`src/logic/pwm_seq_pkg.sv`:
```
package pwm_seq_pkg;

	// register byte addresses on the plain register port
	localparam logic [7:0] OFS_TASK = 8'h00;
	localparam logic [7:0] OFS_STATUS = 8'h04;
	localparam logic [7:0] OFS_MASK = 8'h08;
	localparam logic [7:0] OFS_CONFIG = 8'h0c;
	localparam logic [7:0] OFS_CHAIN = 8'h10;
	localparam logic [7:0] OFS_WRAP = 8'h14;
	localparam logic [7:0] OFS_STATE = 8'h18;
	localparam int OFS_SEQ_BASE = 'h20;
	localparam int OFS_SEQ_STRIDE = 'h10;
	localparam int REG_BYTES = 4;

	// per-sequence register slots
	localparam int SEQ_F_PTR = 0;
	localparam int SEQ_F_COUNT = 1;
	localparam int SEQ_F_REFRESH = 2;
	localparam int SEQ_F_GAP = 3;

	// task register bits
	localparam int TASK_LAUNCH0 = 0;
	localparam int TASK_LAUNCH1 = 1;
	localparam int TASK_ADVANCE = 2;
	localparam int TASK_STOP = 3;

	// event bits, shared by status and mask
	localparam int EV_STOPPED = 0;
	localparam int EV_BEGUN0 = 1;
	localparam int EV_FINISHED0 = 3;
	localparam int EV_PERIOD = 5;
	localparam int EV_CHAIN_DONE = 6;
	localparam int EV_W = 7;

	// configuration register fields
	localparam int CFG_LOAD_LSB = 0;
	localparam int CFG_STEP_BIT = 2;

	// widths
	localparam int CNT_W = 15;
	localparam int REFRESH_W = 24;
	localparam int LOOP_W = 16;
	localparam int CMP_W = 16;
	localparam int TOP_W = 15;
	localparam int SAMPLE_WORDS = 4;
	localparam logic [2:0] WORDS_COMMON = 3'h1;
	localparam logic [2:0] WORDS_GROUPED = 3'h2;
	localparam logic [2:0] WORDS_FULL = 3'h4;
	localparam logic [31:0] HALFWORD_BYTES = 32'h2;

	typedef enum logic [1:0] {
		LOAD_COMMON,
		LOAD_GROUPED,
		LOAD_INDIVIDUAL,
		PERIOD_PER_SAMPLE_LOAD_MODE
	} load_mode_type;

	typedef enum logic [2:0] {
		ST_IDLE,
		ST_FETCH,
		ST_PLAY,
		ST_GAP,
		ST_FINAL
	} play_state_type;

	typedef logic [SAMPLE_WORDS-1:0][CMP_W-1:0] sample_type;

	typedef struct packed {
		logic [31:0] ptr;
		logic [CNT_W-1:0] count;
		logic [REFRESH_W-1:0] refresh;
		logic [REFRESH_W-1:0] gap;
	} seq_cfg_type;

	typedef struct packed {
		logic go;
		logic [31:0] addr;
		logic [2:0] words;
	} fetch_req_type;

endpackage

```
`src/logic/pwm_sequence_playback_control.sv`:
```
// How it works
// RULE_01: start pointer and count captured at launch
// RULE_02: software rewrites pointer/count after begun event
// RULE_03: refresh and gap resampled at launch, apply
// RULE_04: period_per_sample_load_mode load ignores wrap register, uses word
// RULE_05: other loads take wrap value at period end
// RULE_06: mode, decoder, loop registers act immediately
// RULE_07: software sets pin selection before enabling
// RULE_08: after chain done, hold last value indefinitely
// RULE_09: chain plays seq 0, gap, seq 1, gap
// RULE_10: chain always finishes after sequence 1 pass
// RULE_11: each sample held refresh plus one periods
// RULE_12: gap inserts whole periods between sequences
// RULE_13: repeat chain count times, two events end
// RULE_14: advance task loads next sample next period
// RULE_15: software keeps every sample count nonzero
// RULE_16: slow fetch repeats previous compare value
// RULE_17: step mode ignores refresh and gap
// RULE_18: zero repeat count plays once, holds last
// RULE_19: chain passes counted, cleared at each launch
`timescale 1ns/1ps
module pwm_sequence_playback_control (
	input wire logic ref_clk,
	input wire logic sys_rst,
	input wire logic clk_en,
	input wire logic [7:0] reg_addr,
	input wire logic [31:0] reg_wdata,
	input wire logic reg_write,
	input wire logic reg_read,
	output logic [31:0] reg_rdata,
	input wire logic period_end,
	input wire logic ram_ack,
	input wire logic [pwm_seq_pkg::CMP_W-1:0] ram_rdata,
	output logic ram_req,
	output logic [31:0] ram_addr,
	output pwm_seq_pkg::sample_type compare_value,
	output logic compare_load,
	output logic [pwm_seq_pkg::TOP_W-1:0] counter_top,
	output logic gen_running,
	output logic irq
);
	// software registers
	pwm_seq_pkg::seq_cfg_type seq_cfg [2];
	pwm_seq_pkg::load_mode_type load_mode;
	logic step_on_command_mode;
	logic [pwm_seq_pkg::LOOP_W-1:0] chain_repeat_count;
	logic [pwm_seq_pkg::TOP_W-1:0] counter_wrap_value;
	logic [pwm_seq_pkg::EV_W-1:0] status;
	logic [pwm_seq_pkg::EV_W-1:0] mask;

	// playback state
	pwm_seq_pkg::play_state_type state;
	pwm_seq_pkg::seq_cfg_type cur;
	pwm_seq_pkg::fetch_req_type fetch_req;
	pwm_seq_pkg::sample_type fetch_sample;
	logic fetch_done;
	logic seq_sel;
	logic [pwm_seq_pkg::CNT_W-1:0] idx;
	logic [pwm_seq_pkg::LOOP_W-1:0] iter;
	logic [pwm_seq_pkg::REFRESH_W-1:0] hold_cnt;
	logic [pwm_seq_pkg::REFRESH_W:0] gap_cnt;
	logic buf_ready;
	logic fetch_last;
	logic play_last;
	logic stop_pending;
	logic step_pending;
	logic [pwm_seq_pkg::EV_W-1:0] ev;

	// decoded strobes and decisions
	logic task_wr;
	logic [1:0] launch;
	logic task_adv;
	logic task_stop;
	logic do_launch;
	logic do_switch;
	logic do_apply;
	logic do_stop;
	logic play_expire;
	logic hold_done;
	logic target;
	logic [2:0] wps;
	logic [pwm_seq_pkg::CNT_W-1:0] idx_next;

	function automatic logic seq_field_hit(input logic [7:0] addr, input int n, input int f);
		seq_field_hit = addr == 8'(pwm_seq_pkg::OFS_SEQ_BASE + n * pwm_seq_pkg::OFS_SEQ_STRIDE
			+ f * pwm_seq_pkg::REG_BYTES);
	endfunction

	function automatic logic [2:0] words_per(input pwm_seq_pkg::load_mode_type m);
		unique case (m)
			pwm_seq_pkg::LOAD_COMMON: words_per = pwm_seq_pkg::WORDS_COMMON;
			pwm_seq_pkg::LOAD_GROUPED: words_per = pwm_seq_pkg::WORDS_GROUPED;
			pwm_seq_pkg::LOAD_INDIVIDUAL: words_per = pwm_seq_pkg::WORDS_FULL;
			pwm_seq_pkg::PERIOD_PER_SAMPLE_LOAD_MODE: words_per = pwm_seq_pkg::WORDS_FULL;
		endcase
	endfunction

	// route fetched halfwords to the four compare channels
	function automatic pwm_seq_pkg::sample_type route(input pwm_seq_pkg::sample_type s,
		input pwm_seq_pkg::load_mode_type m);
		route = s;
		unique case (m)
			pwm_seq_pkg::LOAD_COMMON: route = {s[0], s[0], s[0], s[0]};
			pwm_seq_pkg::LOAD_GROUPED: route = {s[1], s[1], s[0], s[0]};
			pwm_seq_pkg::LOAD_INDIVIDUAL: route = s;
			pwm_seq_pkg::PERIOD_PER_SAMPLE_LOAD_MODE: route = {16'h0000, s[2], s[1], s[0]};
		endcase
	endfunction

	sample_fetch fetcher (
		.ref_clk(ref_clk),
		.sys_rst(sys_rst),
		.clk_en(clk_en),
		.req(fetch_req),
		.ram_ack(ram_ack),
		.ram_rdata(ram_rdata),
		.ram_req(ram_req),
		.ram_addr(ram_addr),
		.sample(fetch_sample),
		.done(fetch_done)
	);

	// task strobes and the playback decisions of this cycle
	always_comb begin
		task_wr = reg_write && reg_addr == pwm_seq_pkg::OFS_TASK;
		launch = task_wr ? reg_wdata[pwm_seq_pkg::TASK_LAUNCH1:pwm_seq_pkg::TASK_LAUNCH0] : 2'h0;
		task_adv = task_wr && reg_wdata[pwm_seq_pkg::TASK_ADVANCE];
		task_stop = task_wr && reg_wdata[pwm_seq_pkg::TASK_STOP];
		wps = words_per(load_mode); // see RULE_06
		idx_next = idx + pwm_seq_pkg::CNT_W'(wps);
		do_launch = |launch;
		target = do_launch ? ~launch[0] : ~seq_sel; // see RULE_09
		do_stop = stop_pending && period_end && gen_running;
		// step mode advances only on the task, ignoring refresh
		hold_done = step_on_command_mode ? step_pending : hold_cnt == '0; // see RULE_17
		do_switch = state == pwm_seq_pkg::ST_GAP && gap_cnt == '0;
		// without a ready buffer the old compare value simply runs again
		do_apply = buf_ready && !do_stop && ((state == pwm_seq_pkg::ST_FETCH
			&& (!gen_running || period_end)) || (state == pwm_seq_pkg::ST_PLAY
			&& period_end && !play_last && hold_done)); // see RULE_16
		play_expire = state == pwm_seq_pkg::ST_PLAY && period_end && play_last && hold_done;
	end

	// register writes; mode, decoder and loop act at once
	always_ff @(posedge ref_clk) begin
		if (sys_rst) begin
			for (int n = 0; n < 2; n++) begin
				seq_cfg[n] <= '0;
			end
			load_mode <= pwm_seq_pkg::LOAD_COMMON;
			step_on_command_mode <= 1'b0;
			chain_repeat_count <= '0;
			counter_wrap_value <= '0;
			mask <= '0;
		end else if (clk_en && reg_write) begin
			if (reg_addr == pwm_seq_pkg::OFS_CONFIG) begin
				load_mode <= pwm_seq_pkg::load_mode_type'(reg_wdata[pwm_seq_pkg::CFG_LOAD_LSB +: 2]);
				step_on_command_mode <= reg_wdata[pwm_seq_pkg::CFG_STEP_BIT]; // see RULE_06
			end
			if (reg_addr == pwm_seq_pkg::OFS_CHAIN) begin
				chain_repeat_count <= reg_wdata[pwm_seq_pkg::LOOP_W-1:0];
			end
			if (reg_addr == pwm_seq_pkg::OFS_WRAP) begin
				counter_wrap_value <= reg_wdata[pwm_seq_pkg::TOP_W-1:0];
			end
			if (reg_addr == pwm_seq_pkg::OFS_MASK) begin
				mask <= reg_wdata[pwm_seq_pkg::EV_W-1:0];
			end
			for (int n = 0; n < 2; n++) begin
				if (seq_field_hit(reg_addr, n, pwm_seq_pkg::SEQ_F_PTR)) begin
					seq_cfg[n].ptr <= reg_wdata;
				end
				if (seq_field_hit(reg_addr, n, pwm_seq_pkg::SEQ_F_COUNT)) begin
					seq_cfg[n].count <= reg_wdata[pwm_seq_pkg::CNT_W-1:0];
				end
				if (seq_field_hit(reg_addr, n, pwm_seq_pkg::SEQ_F_REFRESH)) begin
					seq_cfg[n].refresh <= reg_wdata[pwm_seq_pkg::REFRESH_W-1:0];
				end
				if (seq_field_hit(reg_addr, n, pwm_seq_pkg::SEQ_F_GAP)) begin
					seq_cfg[n].gap <= reg_wdata[pwm_seq_pkg::REFRESH_W-1:0];
				end
			end
		end
	end

	// read data, valid only in the cycle after the read strobe
	always_ff @(posedge ref_clk) begin
		if (sys_rst) begin
			reg_rdata <= 32'h0;
		end else if (clk_en) begin
			reg_rdata <= 32'h0;
			if (reg_read) begin
				unique case (reg_addr)
					pwm_seq_pkg::OFS_STATUS: reg_rdata <= 32'(status);
					pwm_seq_pkg::OFS_MASK: reg_rdata <= 32'(mask);
					pwm_seq_pkg::OFS_CONFIG: reg_rdata <= 32'({step_on_command_mode, load_mode});
					pwm_seq_pkg::OFS_CHAIN: reg_rdata <= 32'(chain_repeat_count);
					pwm_seq_pkg::OFS_WRAP: reg_rdata <= 32'(counter_wrap_value);
					pwm_seq_pkg::OFS_STATE: reg_rdata <= {13'h0000, seq_sel, gen_running,
						stop_pending, iter};
					default: begin
						for (int n = 0; n < 2; n++) begin
							if (seq_field_hit(reg_addr, n, pwm_seq_pkg::SEQ_F_PTR)) begin
								reg_rdata <= seq_cfg[n].ptr;
							end
							if (seq_field_hit(reg_addr, n, pwm_seq_pkg::SEQ_F_COUNT)) begin
								reg_rdata <= 32'(seq_cfg[n].count);
							end
							if (seq_field_hit(reg_addr, n, pwm_seq_pkg::SEQ_F_REFRESH)) begin
								reg_rdata <= 32'(seq_cfg[n].refresh);
							end
							if (seq_field_hit(reg_addr, n, pwm_seq_pkg::SEQ_F_GAP)) begin
								reg_rdata <= 32'(seq_cfg[n].gap);
							end
						end
					end
				endcase
			end
		end
	end

	// playback sequencer
	always_ff @(posedge ref_clk) begin
		if (sys_rst) begin
			state <= pwm_seq_pkg::ST_IDLE;
			cur <= '0;
			fetch_req <= '0;
			seq_sel <= 1'b0;
			idx <= '0;
			iter <= '0;
			hold_cnt <= '0;
			gap_cnt <= '0;
			buf_ready <= 1'b0;
			fetch_last <= 1'b0;
			play_last <= 1'b0;
			stop_pending <= 1'b0;
			step_pending <= 1'b0;
			ev <= '0;
			compare_value <= '0;
			compare_load <= 1'b0;
			gen_running <= 1'b0;
		end else if (clk_en) begin
			fetch_req.go <= 1'b0;
			compare_load <= 1'b0;
			ev <= '0;
			if (task_stop && gen_running) begin
				stop_pending <= 1'b1;
			end
			// the advance task never starts generation by itself
			if (task_adv && gen_running && step_on_command_mode) begin
				step_pending <= 1'b1; // see RULE_14
			end
			if (fetch_done) begin
				buf_ready <= 1'b1;
			end
			if (do_launch || do_switch) begin
				// a stale fetch in flight is restarted by the new go
				seq_sel <= target;
				cur <= seq_cfg[target]; // see RULE_01, see RULE_03
				state <= pwm_seq_pkg::ST_FETCH;
				idx <= pwm_seq_pkg::CNT_W'(wps);
				fetch_req <= '{go: 1'b1, addr: seq_cfg[target].ptr, words: wps};
				fetch_last <= pwm_seq_pkg::CNT_W'(wps) >= seq_cfg[target].count;
				buf_ready <= 1'b0;
				step_pending <= 1'b0;
				if (do_launch) begin
					iter <= '0; // see RULE_19
					stop_pending <= 1'b0;
				end else if (seq_sel) begin
					iter <= iter + pwm_seq_pkg::LOOP_W'(1); // see RULE_19
				end
			end else if (do_stop) begin
				state <= pwm_seq_pkg::ST_IDLE;
				gen_running <= 1'b0;
				stop_pending <= 1'b0;
				step_pending <= 1'b0;
				buf_ready <= 1'b0;
				ev[pwm_seq_pkg::EV_STOPPED] <= 1'b1;
			end else if (do_apply) begin
				compare_value <= route(fetch_sample, load_mode);
				compare_load <= 1'b1;
				gen_running <= 1'b1;
				buf_ready <= 1'b0;
				step_pending <= 1'b0;
				play_last <= fetch_last;
				state <= pwm_seq_pkg::ST_PLAY;
				hold_cnt <= seq_cfg[seq_sel].refresh; // see RULE_11, see RULE_03
				cur.refresh <= seq_cfg[seq_sel].refresh;
				cur.gap <= seq_cfg[seq_sel].gap; // see RULE_03
				if (state == pwm_seq_pkg::ST_FETCH) begin
					ev[pwm_seq_pkg::EV_BEGUN0 + 32'(seq_sel)] <= 1'b1;
				end
				if (!fetch_last) begin
					// prefetch the following sample while this one plays
					fetch_req <= '{go: 1'b1, addr: cur.ptr + {16'h0000, idx, 1'b0}, words: wps};
					idx <= idx_next;
					fetch_last <= idx_next >= cur.count;
				end else begin
					ev[pwm_seq_pkg::EV_FINISHED0 + 32'(seq_sel)] <= 1'b1;
					if (chain_repeat_count == '0) begin
						state <= pwm_seq_pkg::ST_FINAL; // see RULE_18
					end else if (seq_sel && iter + pwm_seq_pkg::LOOP_W'(1) >= chain_repeat_count) begin
						// chain ends only after a pass of sequence 1
						ev[pwm_seq_pkg::EV_CHAIN_DONE] <= 1'b1; // see RULE_13, see RULE_10
						state <= pwm_seq_pkg::ST_FINAL; // see RULE_08
					end else if (!step_on_command_mode) begin
						// hold of the last sample and the gap run as one count, so the
						// next sequence is fetched a period ahead of its first apply
						state <= pwm_seq_pkg::ST_GAP;
						gap_cnt <= {1'b0, seq_cfg[seq_sel].refresh}
							+ {1'b0, seq_cfg[seq_sel].gap}; // see RULE_12
					end
				end
			end else if (play_expire) begin
				state <= pwm_seq_pkg::ST_GAP;
				gap_cnt <= step_on_command_mode ? '0 : {1'b0, cur.gap}; // see RULE_12, see RULE_17
				step_pending <= 1'b0;
			end else if (state == pwm_seq_pkg::ST_PLAY && period_end && !hold_done) begin
				if (!step_on_command_mode) begin
					hold_cnt <= hold_cnt - pwm_seq_pkg::REFRESH_W'(1); // see RULE_11
				end
			end else if (state == pwm_seq_pkg::ST_GAP && period_end) begin
				gap_cnt <= gap_cnt - (pwm_seq_pkg::REFRESH_W + 1)'(1); // see RULE_12
			end
		end
	end

	// period length: per-sample word in period_per_sample_load_mode load, else wrap register at period end
	always_ff @(posedge ref_clk) begin
		if (sys_rst) begin
			counter_top <= '0;
		end else if (clk_en) begin
			if (load_mode == pwm_seq_pkg::PERIOD_PER_SAMPLE_LOAD_MODE) begin
				if (do_apply) begin
					counter_top <= fetch_sample[3][pwm_seq_pkg::TOP_W-1:0]; // see RULE_04
				end
			end else if (period_end || !gen_running) begin
				counter_top <= counter_wrap_value; // see RULE_05
			end
		end
	end

	// sticky events, write one to clear; a new event beats the clear
	always_ff @(posedge ref_clk) begin
		if (sys_rst) begin
			status <= '0;
			irq <= 1'b0;
		end else if (clk_en) begin
			status <= (status & ~((reg_write && reg_addr == pwm_seq_pkg::OFS_STATUS)
				? reg_wdata[pwm_seq_pkg::EV_W-1:0] : '0)) | ev
				| (pwm_seq_pkg::EV_W'(period_end && gen_running) << pwm_seq_pkg::EV_PERIOD);
			irq <= |(status & mask);
		end
	end
endmodule

```
`src/logic/sample_fetch.sv`:
```
`timescale 1ns/1ps
module sample_fetch (
	input wire logic ref_clk,
	input wire logic sys_rst,
	input wire logic clk_en,
	input pwm_seq_pkg::fetch_req_type req,
	input wire logic ram_ack,
	input wire logic [pwm_seq_pkg::CMP_W-1:0] ram_rdata,
	output logic ram_req,
	output logic [31:0] ram_addr,
	output pwm_seq_pkg::sample_type sample,
	output logic done
);
	logic [2:0] left;
	logic [1:0] slot;

	// one halfword per acknowledged read; a new go restarts the burst at once
	always_ff @(posedge ref_clk) begin
		if (sys_rst) begin
			ram_req <= 1'b0;
			ram_addr <= 32'h0;
			left <= 3'h0;
			slot <= 2'h0;
			done <= 1'b0;
			sample <= '0;
		end else if (clk_en) begin
			done <= 1'b0;
			if (req.go) begin
				ram_req <= 1'b1;
				ram_addr <= req.addr;
				left <= req.words;
				slot <= 2'h0;
			end else if (ram_req && ram_ack) begin
				sample[slot] <= ram_rdata;
				slot <= slot + 2'h1;
				ram_addr <= ram_addr + pwm_seq_pkg::HALFWORD_BYTES;
				left <= left - 3'h1;
				if (left == 3'h1) begin
					ram_req <= 1'b0;
					done <= 1'b1;
				end
			end
		end
	end
endmodule
```
`config.mk`:
```
export PLATFORM = sky130hd
export DESIGN_NAME = pwm_sequence_playback_control
export DESIGN_NICKNAME = d
export VERILOG_FILES = /design/src/logic/pwm_seq_pkg.sv /design/src/logic/pwm_sequence_playback_control.sv /design/src/logic/sample_fetch.sv
export SDC_FILE = /design/constraint.sdc
export NUM_CORES = 2
export LEC_CHECK = 0
export ABC_CLOCK_PERIOD_IN_PS = 11350
export BUFFER_PORTS_ARGS = -buffer_cell sky130_fd_sc_hd__buf_2
export CAP_MARGIN = 20
export CORE_UTILIZATION = 46
export CTS_BUF_LIST = sky130_fd_sc_hd__clkbuf_4
export DETAILED_ROUTE_END_ITERATION = 7
export PLACE_DENSITY = 0.73
export SYNTH_ARGS = -nofsm -noshare
export SYNTH_HDL_FRONTEND = slang
export SYNTH_SLANG_ARGS = --single-unit
export TNS_END_PERCENT = 10
```
`constraint.sdc`:
```
create_clock -name ref_clk -period 11.35 [get_ports ref_clk]
set_input_delay 1.7025 -clock ref_clk [delete_from_list [all_inputs] [get_ports ref_clk]]
set_output_delay 1.7025 -clock ref_clk [all_outputs]
set_load 0.05 [all_outputs]
```
-- Word level (Yosys, flattened, before mapping)
Memory sizes are Yosys's and may differ from the RTL's. A register that Yosys moved wholly into a read port is not among the register bits.
Index checks and enable logic that the tools add are counted.
- register bits: 468
- bits in writable memories: 190
- input bits: 63
- output and inout port bits: 147
- logic and storage cells: 336
- memories kept: 1
- add/subtract/negate cells: 11
- magnitude comparators: 9
- equal/unequal tests: 31
- mux-type cells: 151
- bitwise gates (word level): 19
- reductions and logical operators: 72
- memories (name ; words ; width ; read ports ; clocked after Yosys merged registers in ; wr ports ; line ; RTL):
    seq_cfg ; 2 ; 95 ; 4 ; 1 ; 2 ; pwm_sequence_playback_control.sv:43 ; pwm_seq_pkg::seq_cfg_type seq_cfg [2];
- operator list (cell ; count):
    $mux W32 ; 13
    $mux W24 ; 12
    $pmux W64 S4 ; 1
    $mux W25 ; 8
    $pmux W32 S6 ; 1
    $mux W36 ; 4
    $mux W15 ; 9
    $mux W1 ; 72
    $mux W7 ; 10
    $bwmux W64 ; 1
    $eq A8 B6 Y1 const B ; 8
    $mux W16 ; 3
    $add A32 B16 Y32 ; 1
    $add A32 B2 Y32 const B ; 1
    $demux W16 S2 ; 1
    $logic_and A1 B1 Y1 ; 27
    $mux W3 ; 9
    $add A24 B24 Y25 ; 1
    $logic_not A25 Y1 ; 1
    $sub A25 B1 Y25 const B ; 1
    $eq A8 B5 Y1 const B ; 3
    $logic_not A24 Y1 ; 1
    $sub A24 B1 Y24 const B ; 1
    $reduce_and A2 Y1 ; 9
    48 further kinds ; 95

-- Depth between registers and ports, before layout
- depth after elaboration: 18
- gate-level depth with buffers: 21
- gate-level depth less buffers: 19

-- By module
Synthesis repeated with hierarchy kept, for this count alone.
- cell total of the unflattened synthesis: 3748
- area total of the unflattened synthesis: 33284.4 um2
- by module, submodules not included (module ; instances ; cells an instance ; area an instance (um2) ; seq. area each (um2)):
    pwm_sequence_playback_control ; 1 ; 3154 ; 28566.1 ; 13012.5
    sample_fetch ; 1 ; 594 ; 4718.3 ; 2062.0

-- Worst setup path after synthesis
Ideal clock, no wire load.
- path type: input-to-reg
- from: input reg_addr[1]
- to: memory seq_cfg[0][0] (netlist name) (enable)
- data arrival time: 4392 ps
- data required time: 10912 ps
- slack: 6519 ps
- stages: 5
- path buffers: 2
- cell sequence: or2_2 > clkbuf_1 > or3_1 > clkbuf_1 > o21ai_0
- RTL lines (element ; line ; RTL):
    from (decl) ; pwm_sequence_playback_control.sv:26 ; input wire logic [7:0] reg_addr,
    to (decl) ; pwm_sequence_playback_control.sv:43 ;

-- Worst setup path in the final report
- from: register iter[2] (netlist name)
- to: register gap_cnt[22] (netlist name)
- longest elaborated chain between the ends: 5
- ends and longest elaborated chain (element ; line ; RTL):
    from (decl) ; pwm_sequence_playback_control.sv:59 ; logic [pwm_seq_pkg::LOOP_W-1:0] iter;
    from (signal assigned) ; pwm_sequence_playback_control.sv:270 ; iter <= iter + pwm_seq_pkg::LOOP_W'(1);
    $add A16 B1 Y16 ; pwm_sequence_playback_control.sv:302 ; end else if (seq_sel && iter + pwm_seq_pkg::LOOP_W'(1) >= chain_repeat_count) begin
    $ge A16 B16 Y1 ; pwm_sequence_playback_control.sv:302 ;
    $logic_and A1 B1 Y1 ; pwm_sequence_playback_control.sv:302 ;
    $ne A2 B2 Y1 (no source line) ; - ;
    $reduce_and A9 Y1 (no source line) ; - ;
    to (signal assigned) ; pwm_sequence_playback_control.sv:310 ; gap_cnt <= {1'b0, seq_cfg[seq_sel].refresh}
    to (signal assigned) ; pwm_sequence_playback_control.sv:316 ; gap_cnt <= step_on_command_mode ? '0 : {1'b0, cur.gap};
    to (signal assigned) ; pwm_sequence_playback_control.sv:323 ; gap_cnt <= gap_cnt - (pwm_seq_pkg::REFRESH_W + 1)'(1);
    to (decl) ; pwm_sequence_playback_control.sv:61 ; logic [pwm_seq_pkg::REFRESH_W:0] gap_cnt;
Every way passes these cells.
A chain may end at the register's enable or synchronous reset.

==> reports/qor.csv <==
stage;metric;value;unit
synth;cell area after synthesis;0.0326;sq mm
pwr;P_leak;13.9;nW
synth;Yosys reg bits;658;
critical_path;Crit Path Class;reg -> reg;
pwr;Sequential Power Share;51.5;%
sta;final setup violating endpoints;0;
cts;CTS root buf;clkbuf_4;
floorplanning;number of cell rows;97;
place;port bufs;209;
sta;crit share post-route;46.7;%
drt;initial DRC count;3271;
floorplanning;Die Span Y;268;microns
synth;EDFF count, synth;190;
critical_path;reg2reg end;gap_cnt[22];
grt;first-pass GRT wire length;162;mm
pwr;Pwr Density;133;mW/mm^2
synth;Yosys top cell by area;dfxtp_1;
floorplanning;I/O pin cnt;210;
synth;share of the synthesized area in the top cell type;28.7;%
sta;skew final;0.0662;ns
floorplanning;Starting Density;46.5;%
grt;antenna violations before repair;11;
critical_path;reg2reg path depth;17;
min_path;worst min path class;reg -> reg;
synth;async set-reset flop share out of synthesis;0;%
layout;# nets final;3971;
sta;final slew viol count;0;
pwr;total design power;0.00485;W
min_path;Hold Crit Endpoint;reg_rdata[21];
sta;FMAX;189;MHz
critical_path;Worst setup SP type;flip-flop;
drt;vias;29500;
drt;final wirelength;108;mm
synth;Syn Area/Cell;8.98;sq um
pwr;Int Pwr;0.00360;W
sta;Slew headroom;25.4;%
synth;Seq/Total Area, Yosys;46.2;%
drt;Avg WL per Cell;22.1;microns
floorplanning;Core ar.;0.0701;sq mm
synth;Synth Flop Type;dfxtp_1;
sta;Hold Vio Cnt, Final;0;
synth;top cells by area, synth;dfxtp_1 (29%), edfxtp_1 (17%), a21oi_1 (5.5%), nor2_1 (4.8%), nand2_1 (4.8%);
drt;via/cell ratio;6.03;
cts;clock latency at the later pin of the worst-skew pair;1.06;ns
grt;largest net degree at the start of global routing;112;
sta;hold_ws;0.449;ns
pwr;Switching Share;25.8;%
pwr;clock power share;43.2;%
critical_path;WP buf/inv;0;
synth;cells after synthesis;3635;
critical_path;CP cell instances;nand3_1 > nor3_1 > and3_1 > and3_1 > and3_1 > and3_1 > xor2_1 > ha_1 > nand3_1 > nor2_1 > o311ai_0 > o211ai_1 > nor3_1 > o221a_2 > nor2_1 > nor4b_1 > a21o_1;
pwr;Net Sw Power;0.00125;W
min_path;Hold Path Depth;1;
run;maxcap violations;0;
drt;Pre-antenna DRT Iters;7;
place;post-placement cell area;0.0343;sq mm
critical_path;CP delay by family, top;simple AND/OR/NAND/NOR gates;
critical_path;CP endpoint kind;flip-flop;
sta;fin crit period;5.30;ns
layout;share of cells above drive strength 1;16.4;%
cts;CTS buffer count;170;
cts;CTS H-Tree Depth;4;
critical_path;most used cell, CP;and3_1;
critical_path;Reg-to-Reg Start;iter[2];
critical_path;crit-path max FO;36;
grt;gr ovfl total;0;
drt;number of remaining DRC errors;0;
sta;unrepaired setup endpoints after global routing;false;
min_path;hold_sp;reg_rdata[21];
synth;Synth Warn #;0;
grt;gr usage total;29.4;%
cts;post-CTS sizing;0;
layout;P&R area growth vs syn;12.1;%
critical_path;Max stage delay on crit path;0.80;ns
critical_path;critical path required time;12.34;ns
synth;Syn Nets;3787;
critical_path;WP data arrival;6.29;ns
cts;CTS tree;done;
cts;buffer count from post-CTS setup fixing;0;
floorplanning;Die Area;0.0720;sq mm
run_status;run status;completed;
critical_path;r2r setup slk;6.05;ns
layout;cell area after layout;0.0366;sq mm
cts;Reg clk slew, reported paths;0.07;ns
critical_path;Slowest cell on crit path;o221a_2;
sta;post-route setup TNS;0;ns
cts;CTS Hold Bufs;0;
synth;synth unique cells;87;
pwr;combinational power share;5.4;%
place;RePlAce Congestion;0.966;
place;DP Wirelength;73.4;mm
cts;CTS sink cnt;658;
cts;Clock Tree Buf Depth;3;
drt;ANT nets after route;0;
sta;worst-margin pin slew;1.11;ns
floorplanning;Die W;268;microns
grt;number of global-route vias before repair;27100;
pwr;VDD IR-drop max;0.0916;mV
cells in the mapped netlist (all sizes together), types with 9 or more instances:
master	count
xor2	47
a31oi	40
or3	9
nor2	422
mux2i	121
o21ai	166
a21oi	365
a222oi	46
or4	10
a221oi	22
edfxtp	190
nor2b	13
nand3	92
or2	9
mux2	52
o221ai	10
and2	70
a211oi	136
nand2	419
ha	86
and3	79
clkbuf	177
inv	64
nand4	17
a22oi	76
nor4	24
a21o	30
nor3	67
o21a	22
nand3b	22
a311oi	18
buf	74
xnor2	43
dfxtp	468
a22o	21
nand2b	16
metal layers:
metal	global-route usage, %	wire length [microns]	vias up
met3	8.05	11900	295
met1	38.4	43300	13900
met4	14.8	5190	6
li1	-	-	13800
met2	44.6	47900	1529
met5	0	40	-
worst max-delay path by stage:
stage,startpoint,end,slack (ns),depth (start not counted)
final,iter[2],gap_cnt[22],6.05,17
after detailed placement,reg_addr[5],fetch_last,5.69,13
after global placement,reg_addr[5],fetch_last,5.78,13
after floorplan,reg_addr[1],seq_cfg[0][0],6.52,5
after CTS,iter[2],gap_cnt[22],6.27,17
after global routing,iter[0],gap_cnt[3],5.77,17
cells in the final DEF (no fill, tap or decap), types with 8 or more instances in the layout:
master / n
nor4_1: 19
and3_1: 79
a21o_1: 30
mux2_2: 52
a222oi_1: 46
xnor2_1: 43
a311oi_1: 18
xor2_1: 47
clkinv_1: 33
o221ai_1: 9
nor3_1: 59
a22oi_1: 76
a21oi_1: 362
nand3b_1: 22
a211oi_1: 135
nor2_1: 414
a31oi_1: 40
clkbuf_4: 246
nand4_1: 17
or2_2: 8
and2_1: 69
a221oi_1: 22
and4_1: 8
nand3_1: 91
or3_1: 9
dfxtp_1: 465
nand2b_1: 16
inv_1: 63
nand2_1: 418
a22o_1: 20
ha_1: 86
o21ai_0: 157
buf_2: 208
mux2i_1: 121
nor2b_1: 13
o21a_1: 20
buf_4: 51
edfxtp_1: 190
state kept, by name, indices dropped and copies added, names as in the netlist, 6 cells and up, named ones only:
signal and flops:
chain_repeat_count 16, compare_value 64, counter_top 15, counter_wrap_value 15, cur 71, ev 6
fetch_req 36, fetcher.ram_addr 32, fetcher.sample 64, gap_cnt 25, hold_cnt 24, idx 15
iter 16, mask 7, reg_rdata 32, seq_cfg 190, status 7
worst register-to-register path, delay by kind of cell, from the launching register on:
family,cells,cell delay [ns]
xor+xnor,1,0.16
simple gates,11,3.10
compound gates,4,1.28
flops,1,0.47
fa+ha+maj,1,0.26
power by group through the flow:
stage               sequential (W)  combinational [W]  clock [W]
floorplan                  0.00255           0.000138          0
detailed placement         0.00255           0.000253          0
global placement           0.00254           0.000251          0
CTS                        0.00249           0.000253    0.00212
finish                     0.00250           0.000261    0.00209
global route               0.00250           0.000275    0.00225
area by class of cell:
class / count / area (sq um)
clock buffers: 246 / 1850
clock inverters: 52 / 333
fillers: 6623 / 33600
repair buffers: 263 / 1490
flip-flops and latches: 658 / 15100
diodes: 6 / 15.0
multi-input cells: 2660 / 16400
inverters: 66 / 248
well taps: 940 / 1180
cell families after synthesis:
family / after synthesis / synth area share [%]
fa+ha+maj: 89 / 3.48
mux: 173 / 5.50
simple gates: 1296 / 18.4
buf+inv: 317 / 3.98
flops: 658 / 46.2
xor+xnor: 90 / 2.41
compound gates: 1012 / 20.1
metrics by stage:
step / setup slack (ns) / instances / utilization, %
after floorplan: 6.52 / 3635 / -
after global placement: 5.78 / 4584 / 48.9
after detailed placement: 5.69 / 4585 / 49.0
after CTS: 6.27 / 4883 / 52.1
after global routing: 5.77 / 4889 / 52.1
final: 6.05 / 4891 / 52.1
No activity file was read; power rests on OpenSTA's default activity.
